File: src/rcss_defs.vh
// Constants shared by the recovered clock select and squelch block.
`ifndef RCSS_DEFS_VH
`define RCSS_DEFS_VH

// Register byte addresses.
`define RCSS_ADDR_CFG_BASE    8'h00
`define RCSS_ADDR_PLLCFG_BASE 8'h20
`define RCSS_ADDR_HSOUT       8'h40
`define RCSS_ADDR_PHYCTRL0    8'h44
`define RCSS_ADDR_PHYCTRL1    8'h48
`define RCSS_ADDR_LANE1G      8'h4C
`define RCSS_ADDR_LANE6G      8'h50
`define RCSS_ADDR_STATUS      8'h54

// Address bit fields used by the decoder.
`define RCSS_ADDR_IDX_HI      4
`define RCSS_ADDR_IDX_LO      2
`define RCSS_ADDR_GRP_HI      7
`define RCSS_ADDR_GRP_LO      5
`define RCSS_GRP_CFG          3'h0
`define RCSS_GRP_PLLCFG       3'h1

// recovered_clock_config fields.
`define RCSS_CFG_ENA          0
`define RCSS_CFG_DIV_LO       1
`define RCSS_CFG_DIV_HI       3
`define RCSS_CFG_SRC_LO       4
`define RCSS_CFG_SRC_HI       7
`define RCSS_CFG_RESET        8'h00

// recovered_clock_pll_config fields.
`define RCSS_PLLCFG_LOCKSQ    0

// highspeed_pll_output_config fields.
`define RCSS_HS_SEL_HI        1
`define RCSS_HS_SEL_LO        0
`define RCSS_HS_SEL_OFF       2'h0
`define RCSS_HS_SEL_CORE      2'h1

// phy_recovered_clock_ctrl fields.
`define RCSS_PHY_ENA          0
`define RCSS_PHY_NUM_LO       1
`define RCSS_PHY_NUM_HI       2
`define RCSS_PHY_FREQ         3
`define RCSS_PHY_MODE         4
`define RCSS_PHY_RESET        5'h00

// Lane squelch enable widths.
`define RCSS_LANE1G_N         6
`define RCSS_LANE6G_N         3

// Source select codes.
`define RCSS_SRC_LANE_BASE    4'h2
`define RCSS_SRC_PLL          4'hB
`define RCSS_SRC_SQ_LAST      4'h8

// Divider select codes.
`define RCSS_DIV_1            3'h0
`define RCSS_DIV_2            3'h1
`define RCSS_DIV_4            3'h2
`define RCSS_DIV_5            3'h3
`define RCSS_DIV_8            3'h4
`define RCSS_DIV_16           3'h5
`define RCSS_DIV_25           3'h6

`endif

File: src/rcss_divider.v
// Per-output clock divider with enable and squelch freeze.
`timescale 1ns/1ps
`default_nettype none
`include "rcss_defs.vh"

module rcss_divider (
  // Clock and reset
  input  wire       pclk,
  input  wire       presetn,
  // Selected source level and configuration
  input  wire       src_level,
  input  wire       enable,
  input  wire [2:0] div_code,
  input  wire       squelch,
  // Divided clock
  output reg        clk_out
);

  reg       src_prev;
  reg [4:0] count;
  reg [4:0] div_last;
  reg [4:0] div_half;

  always @* begin
    case (div_code)
      `RCSS_DIV_2:  div_last = 5'd1;
      `RCSS_DIV_4:  div_last = 5'd3;
      `RCSS_DIV_5:  div_last = 5'd4;
      `RCSS_DIV_8:  div_last = 5'd7;
      `RCSS_DIV_16: div_last = 5'd15;
      `RCSS_DIV_25: div_last = 5'd24;
      default:      div_last = 5'd0;
    endcase
    div_half = (div_last + 5'd1) >> 1;
  end

  always @(posedge pclk or negedge presetn) begin
    if (!presetn) begin
      src_prev <= 1'b0;
      count    <= 5'd0;
      clk_out  <= 1'b0;
    end else begin
      src_prev <= src_level;
      if (!enable) begin
        count   <= 5'd0;
        clk_out <= 1'b0;
      end else if (squelch) begin
        // Freeze at whatever level the output had.
        count   <= count;
        clk_out <= clk_out;
      end else if (div_last == 5'd0) begin
        clk_out <= src_level;
      end else if (src_level && !src_prev) begin
        if (count >= div_last) begin
          count   <= 5'd0;
          clk_out <= 1'b1;
        end else begin
          count   <= count + 5'd1;
          clk_out <= ((count + 5'd1) < div_half);
        end
      end
    end
  end

endmodule // rcss_divider

`default_nettype wire

File: src/rcss_sync3.v
// Three flip-flop synchroniser with agreement filter for pin inputs.
`timescale 1ns/1ps
`default_nettype none

module rcss_sync3 #(
  parameter W = 1
) (
  // Clock and reset
  input  wire         pclk,
  input  wire         presetn,
  // Asynchronous input and filtered level
  input  wire [W-1:0] async_in,
  output reg  [W-1:0] level
);

  reg [W-1:0] stage1;
  reg [W-1:0] stage2;
  reg [W-1:0] stage3;

  // The level moves only once the second and third stages agree.
  always @(posedge pclk or negedge presetn) begin
    if (!presetn) begin
      stage1 <= {W{1'b0}};
      stage2 <= {W{1'b0}};
      stage3 <= {W{1'b0}};
      level  <= {W{1'b0}};
    end else begin
      stage1 <= async_in;
      stage2 <= stage1;
      stage3 <= stage2;
      // Where the two stages disagree the bit is still settling, so the
      // old level is kept; where they agree the new level is taken.
      level  <= (stage3 & ~(stage2 ^ stage3)) | (level & (stage2 ^ stage3));
    end
  end

endmodule // rcss_sync3

`default_nettype wire

File: src/rcss_top.v
// Recovered clock selection, division and squelch with APB registers.
//
// Our own choices: the APB slave port and the address map.
`timescale 1ns/1ps
`default_nettype none
`include "rcss_defs.vh"

// Notes on behaviour
// Eight recovered clocks: four external, four internal; the code gives pins to entries 0 and 1 only.
// Each output has its own configuration register.
// Any copper or lane rate may source clock; the code passes copper only with frequency and mode selects both set.
// Divide by 1, 2, 4, 5, 8, 16, 25.
// Pins 0 and 1 follow entries 0 and 1.
// Two copper resources pick copper PHY 0-3.
// Software configures copper path for 31.25 MHz.
// Software uses lane plus two, divider code 1.
// Lanes 7-8 at 2.5G use divider code 4.
// Source code eleven selects the PLL clock.
// High-speed output copies core clock when selected.
// Auto squelch on loss of source signal.
// Sources 0-5 use 1G lane squelch bits.
// Sources 6-8 use 6G lane squelch bits.
// Squelch stops clock on signal or lock loss.
// Software disables squelch for 100 Mbit lanes.
// Disabled output static; writes affect own entry.
module rcss_top #(
  parameter N_OUT  = 8,
  parameter N_PHY  = 4,
  parameter N_LANE = 9
) (
  // APB clock and reset
  input  wire        pclk,
  input  wire        presetn,
  // APB slave
  input  wire        psel,
  input  wire        penable,
  input  wire        pwrite,
  input  wire [7:0]  paddr,
  input  wire [31:0] pwdata,
  output reg  [31:0] prdata,
  output reg         pready,
  output reg         pslverr,
  // Receive clocks and line status from pins
  input  wire [3:0]  copper_phy_rx_clock,
  input  wire [8:0]  lane_rx_clock,
  input  wire        pll_clock,
  input  wire        pll_lock,
  input  wire [8:0]  lane_loss_of_signal,
  input  wire [3:0]  copper_phy_loss_of_signal,
  // Recovered clock outputs
  output reg  [7:0]  recovered_clock,
  output reg         recovered_clock_pin_0,
  output reg         recovered_clock_pin_0_oe,
  output reg         recovered_clock_pin_1,
  output reg         recovered_clock_pin_1_oe,
  output reg         highspeed_clock_pin
);

  // Configuration storage.
  reg  [7:0]  recovered_clock_config     [0:7];
  reg  [7:0]  recovered_clock_pll_config;
  reg  [1:0]  highspeed_output_select;
  reg  [4:0]  phy_recovered_clock_ctrl_0;
  reg  [4:0]  phy_recovered_clock_ctrl_1;
  reg  [5:0]  lane_1g_auto_squelch_enable;
  reg  [2:0]  lane_6g_auto_squelch_enable;

  // Synchronised inputs.
  wire [3:0]  copper_lvl;
  wire [8:0]  lane_lvl;
  wire        pll_lvl;
  wire        lock_lvl;
  wire [8:0]  lane_los;
  wire [3:0]  copper_los;

  // Derived per-source views.
  reg  [15:0] source_level;
  reg  [15:0] source_los;
  reg  [15:0] source_sq_enable;
  reg         copper_res_0;
  reg         copper_res_1;
  reg         copper_los_0;
  reg         copper_los_1;
  wire [7:0]  div_out;
  wire [7:0]  squelch_active;

  // APB decode.
  wire        setup_phase;
  wire        write_take;
  wire [2:0]  reg_idx;
  wire [2:0]  reg_grp;
  reg  [31:0] next_prdata;
  reg         next_pslverr;
  integer     k;
  integer     j;

  rcss_sync3 #(
    .W (1 + 1 + 4 + 9 + 9 + 4)
  ) u_sync (
    .pclk     (pclk),
    .presetn  (presetn),
    .async_in ({pll_clock, pll_lock, copper_phy_rx_clock, lane_rx_clock,
                lane_loss_of_signal, copper_phy_loss_of_signal}),
    .level    ({pll_lvl, lock_lvl, copper_lvl, lane_lvl, lane_los,
                copper_los})
  );

  // Copper resources: a resource passes its chosen PHY only when enabled
  // with both frequency and mode selects set, otherwise it rests low.
  always @* begin
    copper_res_0 = 1'b0;
    copper_res_1 = 1'b0;
    copper_los_0 = 1'b1;
    copper_los_1 = 1'b1;
    if (phy_recovered_clock_ctrl_0[`RCSS_PHY_ENA] &&
        phy_recovered_clock_ctrl_0[`RCSS_PHY_FREQ] &&
        phy_recovered_clock_ctrl_0[`RCSS_PHY_MODE]) begin
      copper_res_0 = copper_lvl[phy_recovered_clock_ctrl_0[
                       `RCSS_PHY_NUM_HI:`RCSS_PHY_NUM_LO]];
      copper_los_0 = copper_los[phy_recovered_clock_ctrl_0[
                       `RCSS_PHY_NUM_HI:`RCSS_PHY_NUM_LO]];
    end
    if (phy_recovered_clock_ctrl_1[`RCSS_PHY_ENA] &&
        phy_recovered_clock_ctrl_1[`RCSS_PHY_FREQ] &&
        phy_recovered_clock_ctrl_1[`RCSS_PHY_MODE]) begin
      copper_res_1 = copper_lvl[phy_recovered_clock_ctrl_1[
                       `RCSS_PHY_NUM_HI:`RCSS_PHY_NUM_LO]];
      copper_los_1 = copper_los[phy_recovered_clock_ctrl_1[
                       `RCSS_PHY_NUM_HI:`RCSS_PHY_NUM_LO]];
    end
  end

  // Source map: 0-1 copper resources, 2-10 lanes, 11 PLL, rest unused.
  always @* begin
    source_level     = 16'h0000;
    source_los       = 16'h0000;
    source_sq_enable = 16'h0000;
    source_level[0]  = copper_res_0;
    source_level[1]  = copper_res_1;
    source_los[0]    = copper_los_0;
    source_los[1]    = copper_los_1;
    for (k = 0; k < N_LANE; k = k + 1) begin
      source_level[k + 2] = lane_lvl[k];
      source_los[k + 2]   = lane_los[k];
    end
    source_level[`RCSS_SRC_PLL] = pll_lvl;
    source_los[`RCSS_SRC_PLL]   = 1'b0;
    source_sq_enable[`RCSS_LANE1G_N-1:0] =
      lane_1g_auto_squelch_enable;
    source_sq_enable[`RCSS_LANE1G_N+`RCSS_LANE6G_N-1:`RCSS_LANE1G_N] =
      lane_6g_auto_squelch_enable;
  end

  // One divider per recovered clock, each steered by its own entry.
  genvar g;
  generate
    for (g = 0; g < N_OUT; g = g + 1) begin : g_out
      wire [3:0] src_sel = recovered_clock_config[g][
                             `RCSS_CFG_SRC_HI:`RCSS_CFG_SRC_LO];
      // Squelch needs its source's enable; lock loss also squelches
      // when the per-output lock bit is set.
      assign squelch_active[g] =
        (source_sq_enable[src_sel] &&
         (source_los[src_sel] || !lock_lvl)) ||
        (recovered_clock_pll_config[g] && !lock_lvl);
      rcss_divider u_div (
        .pclk      (pclk),
        .presetn   (presetn),
        .src_level (source_level[src_sel]),
        .enable    (recovered_clock_config[g][`RCSS_CFG_ENA]),
        .div_code  (recovered_clock_config[g][
                      `RCSS_CFG_DIV_HI:`RCSS_CFG_DIV_LO]),
        .squelch   (squelch_active[g]),
        .clk_out   (div_out[g])
      );
    end
  endgenerate

  // Output registers.
  always @(posedge pclk or negedge presetn) begin
    if (!presetn) begin
      recovered_clock          <= 8'h00;
      recovered_clock_pin_0    <= 1'b0;
      recovered_clock_pin_0_oe <= 1'b0;
      recovered_clock_pin_1    <= 1'b0;
      recovered_clock_pin_1_oe <= 1'b0;
      highspeed_clock_pin      <= 1'b0;
    end else begin
      recovered_clock          <= div_out;
      recovered_clock_pin_0    <= div_out[0];
      recovered_clock_pin_0_oe <= recovered_clock_config[0][`RCSS_CFG_ENA];
      recovered_clock_pin_1    <= div_out[1];
      recovered_clock_pin_1_oe <= recovered_clock_config[1][`RCSS_CFG_ENA];
      highspeed_clock_pin      <= (highspeed_output_select ==
                                   `RCSS_HS_SEL_CORE) & pll_lvl;
    end
  end

  // APB: setup cycle prepares the answer; the access cycle that follows
  // always completes, so every transfer takes two cycles.
  assign setup_phase = psel && !penable;
  assign write_take  = psel && penable && pready && pwrite;
  assign reg_idx     = paddr[`RCSS_ADDR_IDX_HI:`RCSS_ADDR_IDX_LO];
  assign reg_grp     = paddr[`RCSS_ADDR_GRP_HI:`RCSS_ADDR_GRP_LO];

  always @* begin
    next_prdata  = 32'h0000_0000;
    next_pslverr = 1'b0;
    if (paddr[1:0] != 2'b00) begin
      next_pslverr = 1'b1;
    end else if (reg_grp == `RCSS_GRP_CFG) begin
      next_prdata[7:0] = recovered_clock_config[reg_idx];
    end else if (reg_grp == `RCSS_GRP_PLLCFG) begin
      next_prdata[`RCSS_PLLCFG_LOCKSQ] = recovered_clock_pll_config[reg_idx];
    end else begin
      case (paddr)
        `RCSS_ADDR_HSOUT:    next_prdata[1:0] = highspeed_output_select;
        `RCSS_ADDR_PHYCTRL0: next_prdata[4:0] = phy_recovered_clock_ctrl_0;
        `RCSS_ADDR_PHYCTRL1: next_prdata[4:0] = phy_recovered_clock_ctrl_1;
        `RCSS_ADDR_LANE1G:   next_prdata[5:0] = lane_1g_auto_squelch_enable;
        `RCSS_ADDR_LANE6G:   next_prdata[2:0] = lane_6g_auto_squelch_enable;
        `RCSS_ADDR_STATUS: begin
          next_prdata[8:0]   = lane_los;
          next_prdata[12:9]  = copper_los;
          next_prdata[13]    = lock_lvl;
          next_prdata[23:16] = squelch_active;
        end
        default: next_pslverr = 1'b1;
      endcase
    end
  end

  always @(posedge pclk or negedge presetn) begin
    if (!presetn) begin
      prdata  <= 32'h0000_0000;
      pready  <= 1'b0;
      pslverr <= 1'b0;
    end else if (setup_phase) begin
      prdata  <= pwrite ? 32'h0000_0000 : next_prdata;
      pready  <= 1'b1;
      pslverr <= next_pslverr || (pwrite && paddr == `RCSS_ADDR_STATUS);
    end else begin
      prdata  <= 32'h0000_0000;
      pready  <= 1'b0;
      pslverr <= 1'b0;
    end
  end

  // Register writes land only in the addressed entry.
  always @(posedge pclk or negedge presetn) begin
    if (!presetn) begin
      for (j = 0; j < N_OUT; j = j + 1) begin
        recovered_clock_config[j] <= `RCSS_CFG_RESET;
      end
      recovered_clock_pll_config  <= 8'h00;
      highspeed_output_select     <= `RCSS_HS_SEL_OFF;
      phy_recovered_clock_ctrl_0  <= `RCSS_PHY_RESET;
      phy_recovered_clock_ctrl_1  <= `RCSS_PHY_RESET;
      lane_1g_auto_squelch_enable <= 6'h00;
      lane_6g_auto_squelch_enable <= 3'h0;
    end else if (write_take && !pslverr) begin
      if (reg_grp == `RCSS_GRP_CFG) begin
        recovered_clock_config[reg_idx] <= pwdata[7:0];
      end else if (reg_grp == `RCSS_GRP_PLLCFG) begin
        recovered_clock_pll_config[reg_idx] <=
          pwdata[`RCSS_PLLCFG_LOCKSQ];
      end else begin
        case (paddr)
          `RCSS_ADDR_HSOUT:    highspeed_output_select <= pwdata[1:0];
          `RCSS_ADDR_PHYCTRL0: phy_recovered_clock_ctrl_0 <= pwdata[4:0];
          `RCSS_ADDR_PHYCTRL1: phy_recovered_clock_ctrl_1 <= pwdata[4:0];
          `RCSS_ADDR_LANE1G:   lane_1g_auto_squelch_enable <= pwdata[5:0];
          `RCSS_ADDR_LANE6G:   lane_6g_auto_squelch_enable <= pwdata[2:0];
          default: ;
        endcase
      end
    end
  end

endmodule // rcss_top

`default_nettype wire

File: config.mk
export PLATFORM = sky130hd
export DESIGN_NAME = rcss_top
export DESIGN_NICKNAME = d
export VERILOG_FILES = /design/src/rcss_divider.v /design/src/rcss_sync3.v /design/src/rcss_top.v
export VERILOG_INCLUDE_DIRS = /design/src
export SDC_FILE = /design/constraint.sdc
export NUM_CORES = 1
export LEC_CHECK = 0
export ABC_AREA = 1
export BUFFER_PORTS_ARGS = -buffer_cell sky130_fd_sc_hd__buf_2
export CAP_MARGIN = 0
export CORE_AREA = 4 4 267 138
export CTS_BUF_LIST = sky130_fd_sc_hd__clkbuf_4 sky130_fd_sc_hd__clkbuf_8 sky130_fd_sc_hd__clkbuf_16
export CTS_CLUSTER_SIZE = 14
export DETAILED_ROUTE_END_ITERATION = 6
export DIE_AREA = 0 0 271 142
export PLACE_DENSITY = 0.68
export SYNTH_ARGS = -nofsm -noshare
export SYNTH_HDL_FRONTEND = slang
export SYNTH_HIERARCHICAL = 1
export SYNTH_SLANG_ARGS = --single-unit
File: constraint.sdc
create_clock -name pclk -period 2.7 [get_ports pclk]
set_input_delay 0.405 -clock pclk [delete_from_list [all_inputs] [get_ports pclk]]
set_output_delay 0.405 -clock pclk [all_outputs]
set_load 0.05 [all_outputs]
==> results.sh, run 1 <==
export IMPL_outcome="completed"
export IMPL_first_pass_iters=6
export IMPL_cts_path_max_buffers=3
export IMPL_tightest_slew_ns=0.780
export IMPL_track_usage_pct=24.7
export IMPL_async_reset_ff_share_pct=100
export IMPL_dr_first_iter_drc_count=1660
export IMPL_antenna_found_initial=0
export IMPL_yosys_area_share_adder_pct=6.44
export IMPL_leakagePower_uw=0.00994
export IMPL_finalWorstSetupSlack_ns=0.173
export IMPL_rows=48
export IMPL_avgSynthCellArea_um2=7.63
export IMPL_fin_worst_skew_ns=0.0250
export IMPL_die_area_mm2=0.0385
export IMPL_drtAntennaViolNets=0
export IMPL_dpl_hpwl_um=34200
export IMPL_synth_edf_count=0
export IMPL_area_delta_synth_final_pct=14.8
export IMPL_multi_input_area_mm2=0.00828
export IMPL_fmax_mhz=396
export IMPL_die_w_um=271
export IMPL_slew_violations=0
export IMPL_drive_gt1_share_pct=12.0
export IMPL_num_antenna_cells=0
export IMPL_clock_latency_ns=0.58
export IMPL_netlist_top_cells_area="dfrtp_1 (43%), nand2_1 (14%), o21ai_0 (7.2%), ha_1 (6.4%), inv_1 (5.9%)"
export IMPL_cts_sinks=296
export IMPL_cts_buffers=29
export IMPL_synth_top_area_cell="dfrtp_1"
export IMPL_critPathKind="flop to flop"
export IMPL_wl_um=47800
export IMPL_fin_crit_ns=2.53
export IMPL_nets=2539
export IMPL_synth_mux_area_share_pct=0
export IMPL_timing_critical_path_fanout_max=15
export IMPL_core_region_area_mm2=0.0343
export IMPL_end_kind="flop"
export IMPL_place_inst=2789
export IMPL_syn_instance_count=2242
export IMPL_cp_data_arrival_time_ns=3.04
export IMPL_post_drt_wl_per_cell_um=16.6
export IMPL_yosysUniqueCellTypes=41
export IMPL_final_common_cell="nand2_1"
export IMPL_post_route_period_util_pct=93.6
export IMPL_cap_violations=0
export IMPL_synth_seq_area_share_pct=43.3
export IMPL_fin_cells=2871
export IMPL_io_pins=120
export IMPL_cts_htree_levels=1
export IMPL_layout_area_seq_mm2=0.00741
export IMPL_hp_class="input pin to flop"
export IMPL_ctsRootBufferMaster="clkbuf_16"
export IMPL_yosys_area_share_simple_pct=26.4
export IMPL_irDropWorstVdd_uv=416
export IMPL_finalHoldViolCount=0
export IMPL_crit_path_start_kind="flop"
export IMPL_die_h_um=142
export IMPL_grt_pass1_wl_um=76500
export IMPL_max_stage_delay_ns=0.58
export IMPL_fillers=3103
export IMPL_synth_compound_area_share_pct=14.0
export IMPL_synth_top_family_by_area="simple AND/OR/NAND/NOR gates"
export IMPL_cp_common_cell="nand2_1"
export IMPL_synthFlopType="dfrtp_1"
export IMPL_r2r_setup_slack_ns=0.17
export IMPL_num_vias=15412
export IMPL_synth_xor_area_share_pct=1.23
export IMPL_syn_cell_area_mm2=0.0171
export IMPL_fin_util_pct=57.2
export IMPL_overflow=0
export IMPL_grt_max_degree=80
export IMPL_powerDensity_mw_per_mm2=508
export IMPL_grt_pass1_vias=14171
export IMPL_drc=0
export IMPL_crit_required_ns=3.21
export IMPL_yosys_area_top_type_share_pct=43.3
export IMPL_place_congestion=0.992
export IMPL_relSlewSlack_pct=48.0
export IMPL_start_util_pct=49.9
export IMPL_ys_warn_count=6
export IMPL_layout_common_cells="nand2_1 (612), dfrtp_1 (294), inv_1 (268)"
export IMPL_portBuffers=85
export IMPL_setup_violations=0
export IMPL_ys_ff_latch=296
export IMPL_vias_per_cell=5.37
export IMPL_cts_tree="done"
export IMPL_cpMaxStageDelayCell="dfrtp_1"
export IMPL_crit_chain="clkinvlp_4 -> buf_4 -> o211ai_1 -> a21oi_1 -> o21ai_0 -> buf_4 -> nand2_1 -> nor2_2 -> nand3_2 -> nor2_4 -> nand2_1 -> nand2_1"
export IMPL_rsz0062_at_grt="true"
export IMPL_cts_reportedPaths_clkPinSlew_ns=0.06
export IMPL_dp_slack_ns=0.163
## sequential cells by signal, summed over array words and instances (netlist names), named ones only
signal	cells
g_out.src_sel	32
g_out.u_div/clk_out	8
g_out.u_div/count	40
g_out.u_div/src_prev	8
highspeed_clock_pin	1
highspeed_output_select	2
lane_1g_auto_squelch_enable	6
lane_6g_auto_squelch_enable	3
phy_recovered_clock_ctrl_0	5
phy_recovered_clock_ctrl_1	5
prdata	22
pready	1
pslverr	1
recovered_clock	8
recovered_clock_config	32
recovered_clock_pin_0_oe	1
recovered_clock_pin_1_oe	1
recovered_clock_pll_config	8
u_sync/stage1	28
u_sync/stage2	28
u_sync/stage3	28
## final cells by class
| class | count | area share (%) |
|---|---|---|
| inverter | 276 | 5.30 |
| tap | 475 | 3.03 |
| sequential | 296 | 37.7 |
| clock buffer | 34 | 3.95 |
| timing repair buffer | 180 | 6.49 |
| multi-input combinational | 1595 | 42.2 |
| clock inverter | 15 | 1.29 |
## timing repair
item / in CTS / in global routing
hold buffers: 30 / 0
gates resized for setup: 0 / 15
buffers inserted: 0 / 3
endpoints found under the hold margin: 100 / 0
endpoints found under the setup margin: 0 / 40
## Yosys cell counts, types with 2 or more instances
cell,number
nand2_2,17
nand3_4,8
nand3_1,143
inv_1,269
nand4_1,28
ha_1,88
buf_2,11
nor2_4,8
or2_2,2
buf_4,12
o211ai_1,8
nand2_4,8
o41ai_1,2
dfrtp_1,296
buf_6,8
nor3_2,2
buf_1,2
clkbuf_1,51
o21ai_0,245
a31oi_1,7
o22ai_1,41
a21oi_2,8
a21oi_1,128
nand2_1,616
clkinv_1,7
and3_1,3
nor3_1,2
xor2_1,24
nor2_2,3
nor2_1,167
o31ai_1,3
nand3_2,16
## worst max-delay path: cells and delay by family, from the launching register on
kind	cells	cell delay, ns
buffers and inverters	3	0.73
and+or+nand+nor	6	0.68
DFF	1	0.58
AOI/OAI and AO/OA	3	0.47
## cell families (layout without fill, tap and decap cells)
family,count (synthesis),after routing
compound gates,448,448
xor+xnor,24,24
fa+ha+maj,88,88
buf+inv,360,505
flops,296,296
other cells,1,10
simple gates,1025,1025
## metal layers
metal	part of all wire [%]	track usage, %
met1	44	35.3
met2	44	38.1
met3	9.0	5.32
met4	3.2	7.61
met5	0	0
## path summary, 6_finish.rpt
kind / from / to / depth (start not counted)
max: g_out[6].src_sel[0]$_DFFE_PN0P_ / g_out[6].u_div/count[3]$_DFFE_PN0P_ / 12
min: psel / pready$_DFF_PN0_ / 3
max reg2reg: g_out[6].src_sel[0]$_DFFE_PN0P_ / g_out[6].u_div/count[3]$_DFFE_PN0P_ / 12
min reg2reg: u_sync/stage1[18]$_DFF_PN0_ / u_sync/stage2[18]$_DFF_PN0_ / 0
max in group asynchronous: presetn / recovered_clock_config[1]$_DFFE_PN0P_ / 3
min in group asynchronous: presetn / u_sync/stage1[4]$_DFF_PN0_ / 2
## stage by stage
| stage | instance area [µm²] | total power [µW] | TNS (ns) | hold WS (ns) |
|---|---|---|---|---|
| 2_1_floorplan | 17100 | 5190 | 0 | 0.109 |
| 3_3_place_gp | 18200 | 5570 | 0 | 0.333 |
| 3_5_place_dp | 18200 | 5590 | 0 | 0.335 |
| 4_1_cts | 19600 | 10000 | 0 | 0.0447 |
| 5_1_grt | 19600 | 10400 | -0.0234 | 0.0736 |
| 6_report | 19600 | 9970 | 0 | 0.0649 |
## where the power goes
part | switching (µW) | total (µW) | leakage, µW | internal [µW]
Combinational | 566 | 841 | 0.00556 | 275
Clock | 1770 | 4400 | 0.000509 | 2630
Sequential | 166 | 4730 | 0.00388 | 4560
Power figures use the tool's default switching activity.
==> inputs of run 2 (changes only) <==
BUFFER_PORTS_ARGS = unset   (was -buffer_cell sky130_fd_sc_hd__buf_2)
DONT_BUFFER_PORTS = 1   (was unset)
PLACE_DENSITY = unset   (was 0.68)
==> results.sh, run 2 (same netlist as run 1, synthesis figures left out) <==
export IMPL_ctsRootBufferMaster="clkbuf_16"
export IMPL_start_util_pct=49.9
export IMPL_layout_common_cells="nand2_1 (614), dfrtp_1 (294), inv_1 (269)"
export IMPL_drc=0
export IMPL_switching_power_uw=2380
export IMPL_finalHoldViolCount=296
export IMPL_dpl_hpwl_um=33400
export IMPL_drtAntennaViolNets=0
export IMPL_outcome="finished with violations"
export IMPL_powerDensity_mw_per_mm2=507
export IMPL_fmax_mhz=395
export IMPL_p_comb_share_pct=7.1
export IMPL_wirelength_met1_um=21400
export IMPL_whs_ns=-0.463
export IMPL_crit_path_start_kind="flop"
export IMPL_failed_checks="hold timing"
export IMPL_grt_pass1_wl_um=74800
export IMPL_setup_violations=0
export IMPL_io_pins=120
export IMPL_cts_sinks=296
export IMPL_topRoutingLayerUsed="met4"
export IMPL_drive_gt1_share_pct=7.76
export IMPL_cp_num_buf_inv=4
export IMPL_finalWorstSetupSlack_ns=0.168
export IMPL_clock_latency_ns=0.59
export IMPL_die_h_um=142
export IMPL_grt_max_degree=297
export IMPL_crit_chain="inv_1 -> nor3_1 -> buf_4 -> nand2_1 -> nand2_1 -> nand3_1 -> nand3_1 -> inv_1 -> o21ai_0 -> buf_4 -> nand2_1 -> nor2_1 -> nand3_2 -> nor2_4 -> nand2_1 -> nand2_1"
export IMPL_nets=2436
export IMPL_vias_per_cell=5.39
export IMPL_post_drt_wl_per_cell_um=17.1
export IMPL_die_w_um=271
export IMPL_end_kind="flop"
export IMPL_leakagePower_uw=0.00943
export IMPL_cts_path_max_buffers=3
export IMPL_cts_buffers=28
export IMPL_cp_common_cell="nand2_1"
export IMPL_dr_first_iter_drc_count=1414
export IMPL_cp_data_arrival_time_ns=3.03
export IMPL_num_antenna_cells=0
export IMPL_internal_power_uw=7220
export IMPL_finalSetupTns_ns=0
export IMPL_fin_crit_ns=2.53
export IMPL_overflow=0
export IMPL_timing_critical_path_fanout_max=5
export IMPL_postCtsHoldBufs=31
export IMPL_portBuffers=0
export IMPL_p_sw_share_pct=24.8
export IMPL_regMostFlops="g_out.u_div/count"
export IMPL_cap_violations=0
export IMPL_wl_um=47400
export IMPL_slew_violations=0
export IMPL_grt_pass1_vias=13492
export IMPL_fillers=3226
export IMPL_cts_htree_levels=1
export IMPL_antenna_found_initial=1
export IMPL_met3WireLength_um=4610
export IMPL_track_usage_pct=24.4
export IMPL_rows=48
export IMPL_max_stage_delay_ns=0.34
export IMPL_fin_worst_skew_ns=0.0315
export IMPL_dp_slack_ns=0.117
export IMPL_cts_reportedPaths_clkPinSlew_ns=0.07
export IMPL_cts_tree="done"
export IMPL_critPathKind="flop to flop"
export IMPL_first_pass_iters=6
export IMPL_post_route_period_util_pct=93.8
export IMPL_power_frac_clock_pct=43.5
export IMPL_cp_top_family="simple AND/OR/NAND/NOR gates"
export IMPL_tightest_slew_ns=0.976
export IMPL_die_area_mm2=0.0385
export IMPL_cpMaxStageDelayCell="dfrtp_1"
export IMPL_core_region_area_mm2=0.0343
export IMPL_num_vias=14924
export IMPL_hp_class="input pin to async pin"
export IMPL_crit_required_ns=3.20
export IMPL_final_common_cell="nand2_1"
export IMPL_irDropWorstVdd_uv=489
export IMPL_largest_reg_flops=40
export IMPL_rsz0062_at_grt="false"
export IMPL_relSlewSlack_pct=34.9
export IMPL_wl_met2_um=20400
export IMPL_place_congestion=0.975
export IMPL_area_delta_synth_final_pct=10.8
export IMPL_sequentialPowerShare_pct=49.4
-- run 2: changes by cell type in the layout (fill, tap and decap cells not counted), sizes merged --
cell	delta
dlygate4sd3	+1
bufinv	-2
clkbuf	+2
inv	-1
buf	-103
-- run 2: worst reg2reg max path, delay by kind of cell (launching register included) --
kind | cells | cell delay [ns]
simple gates | 11 | 1.42
buf+inv | 4 | 0.44
flops | 1 | 0.34
compound gates | 1 | 0.26
-- run 2: repair_timing --
action | CTS | global route
endpoints found under the hold margin | 326 | 296
resized for setup | 0 | 10
setup buffers | 0 | 0
endpoints found under the setup margin | 0 | 40
-- run 2: metrics by stage --
stage / power [µW] / area [µm²] / instances / utilization [%]
after floorplan: 5190 / 17100 / 2251 / -
after global placement: 5430 / 17600 / 2689 / 51.5
after detailed placement: 5450 / 17600 / 2689 / 51.5
after CTS: 9680 / 18900 / 2768 / 55.2
after global routing: 10000 / 19000 / 2768 / 55.3
final: 9600 / 19000 / 2768 / 55.3
-- run 2: worst paths after layout --
kind / startpoint / to / cells after the start / slack (ns)
setup / recovery: phy_recovered_clock_ctrl_1[0]$_DFFE_PN0P_ / g_out[7].u_div/count[0]$_DFFE_PN0P_ / 16 / 0.17
hold / removal: presetn / g_out[5].u_div/count[2]$_DFFE_PN0P_ / 0 / -0.46
setup reg to reg: phy_recovered_clock_ctrl_1[0]$_DFFE_PN0P_ / g_out[7].u_div/count[0]$_DFFE_PN0P_ / 16 / 0.17
hold reg to reg: u_sync/stage1[19]$_DFF_PN0_ / u_sync/stage2[19]$_DFF_PN0_ / 0 / 0.34
max in group asynchronous: presetn / recovered_clock_config[27]$_DFFE_PN0P_ / 0 / 2.36
min in group pclk: paddr[4] / prdata[0]$_DFF_PN0_ / 2 / 0.03
-- run 2: metal layers --
metal  global-route usage, %  vias up
met1                    35.3     6944
met2                    37.5      566
met3                    6.05       77
met4                    5.71        0
met5                       0        -
li1                        -     7337
-- run 2: final cells by class --
type	instances	area, µm²	area share, %
Clock buffer	36	779	4.11
Clock inverter	12	191	1.01
Inverter	276	1040	5.49
Multi-Input combinational cell	1595	8270	43.7
Sequential cell	296	7410	39.1
Tap cell	475	594	3.14
Timing Repair Buffer	78	663	3.50
-- run 2: power by group through the flow --
stage                     logic [µW]  registers [µW]  clock network (µW)
final                            686            4740                4170
after global placement           624            4810                   0
after CTS                        670            4730                4280
after detailed placement         632            4810                   0
after floorplan                  467            4730                   0
after global routing             761            4750                4490
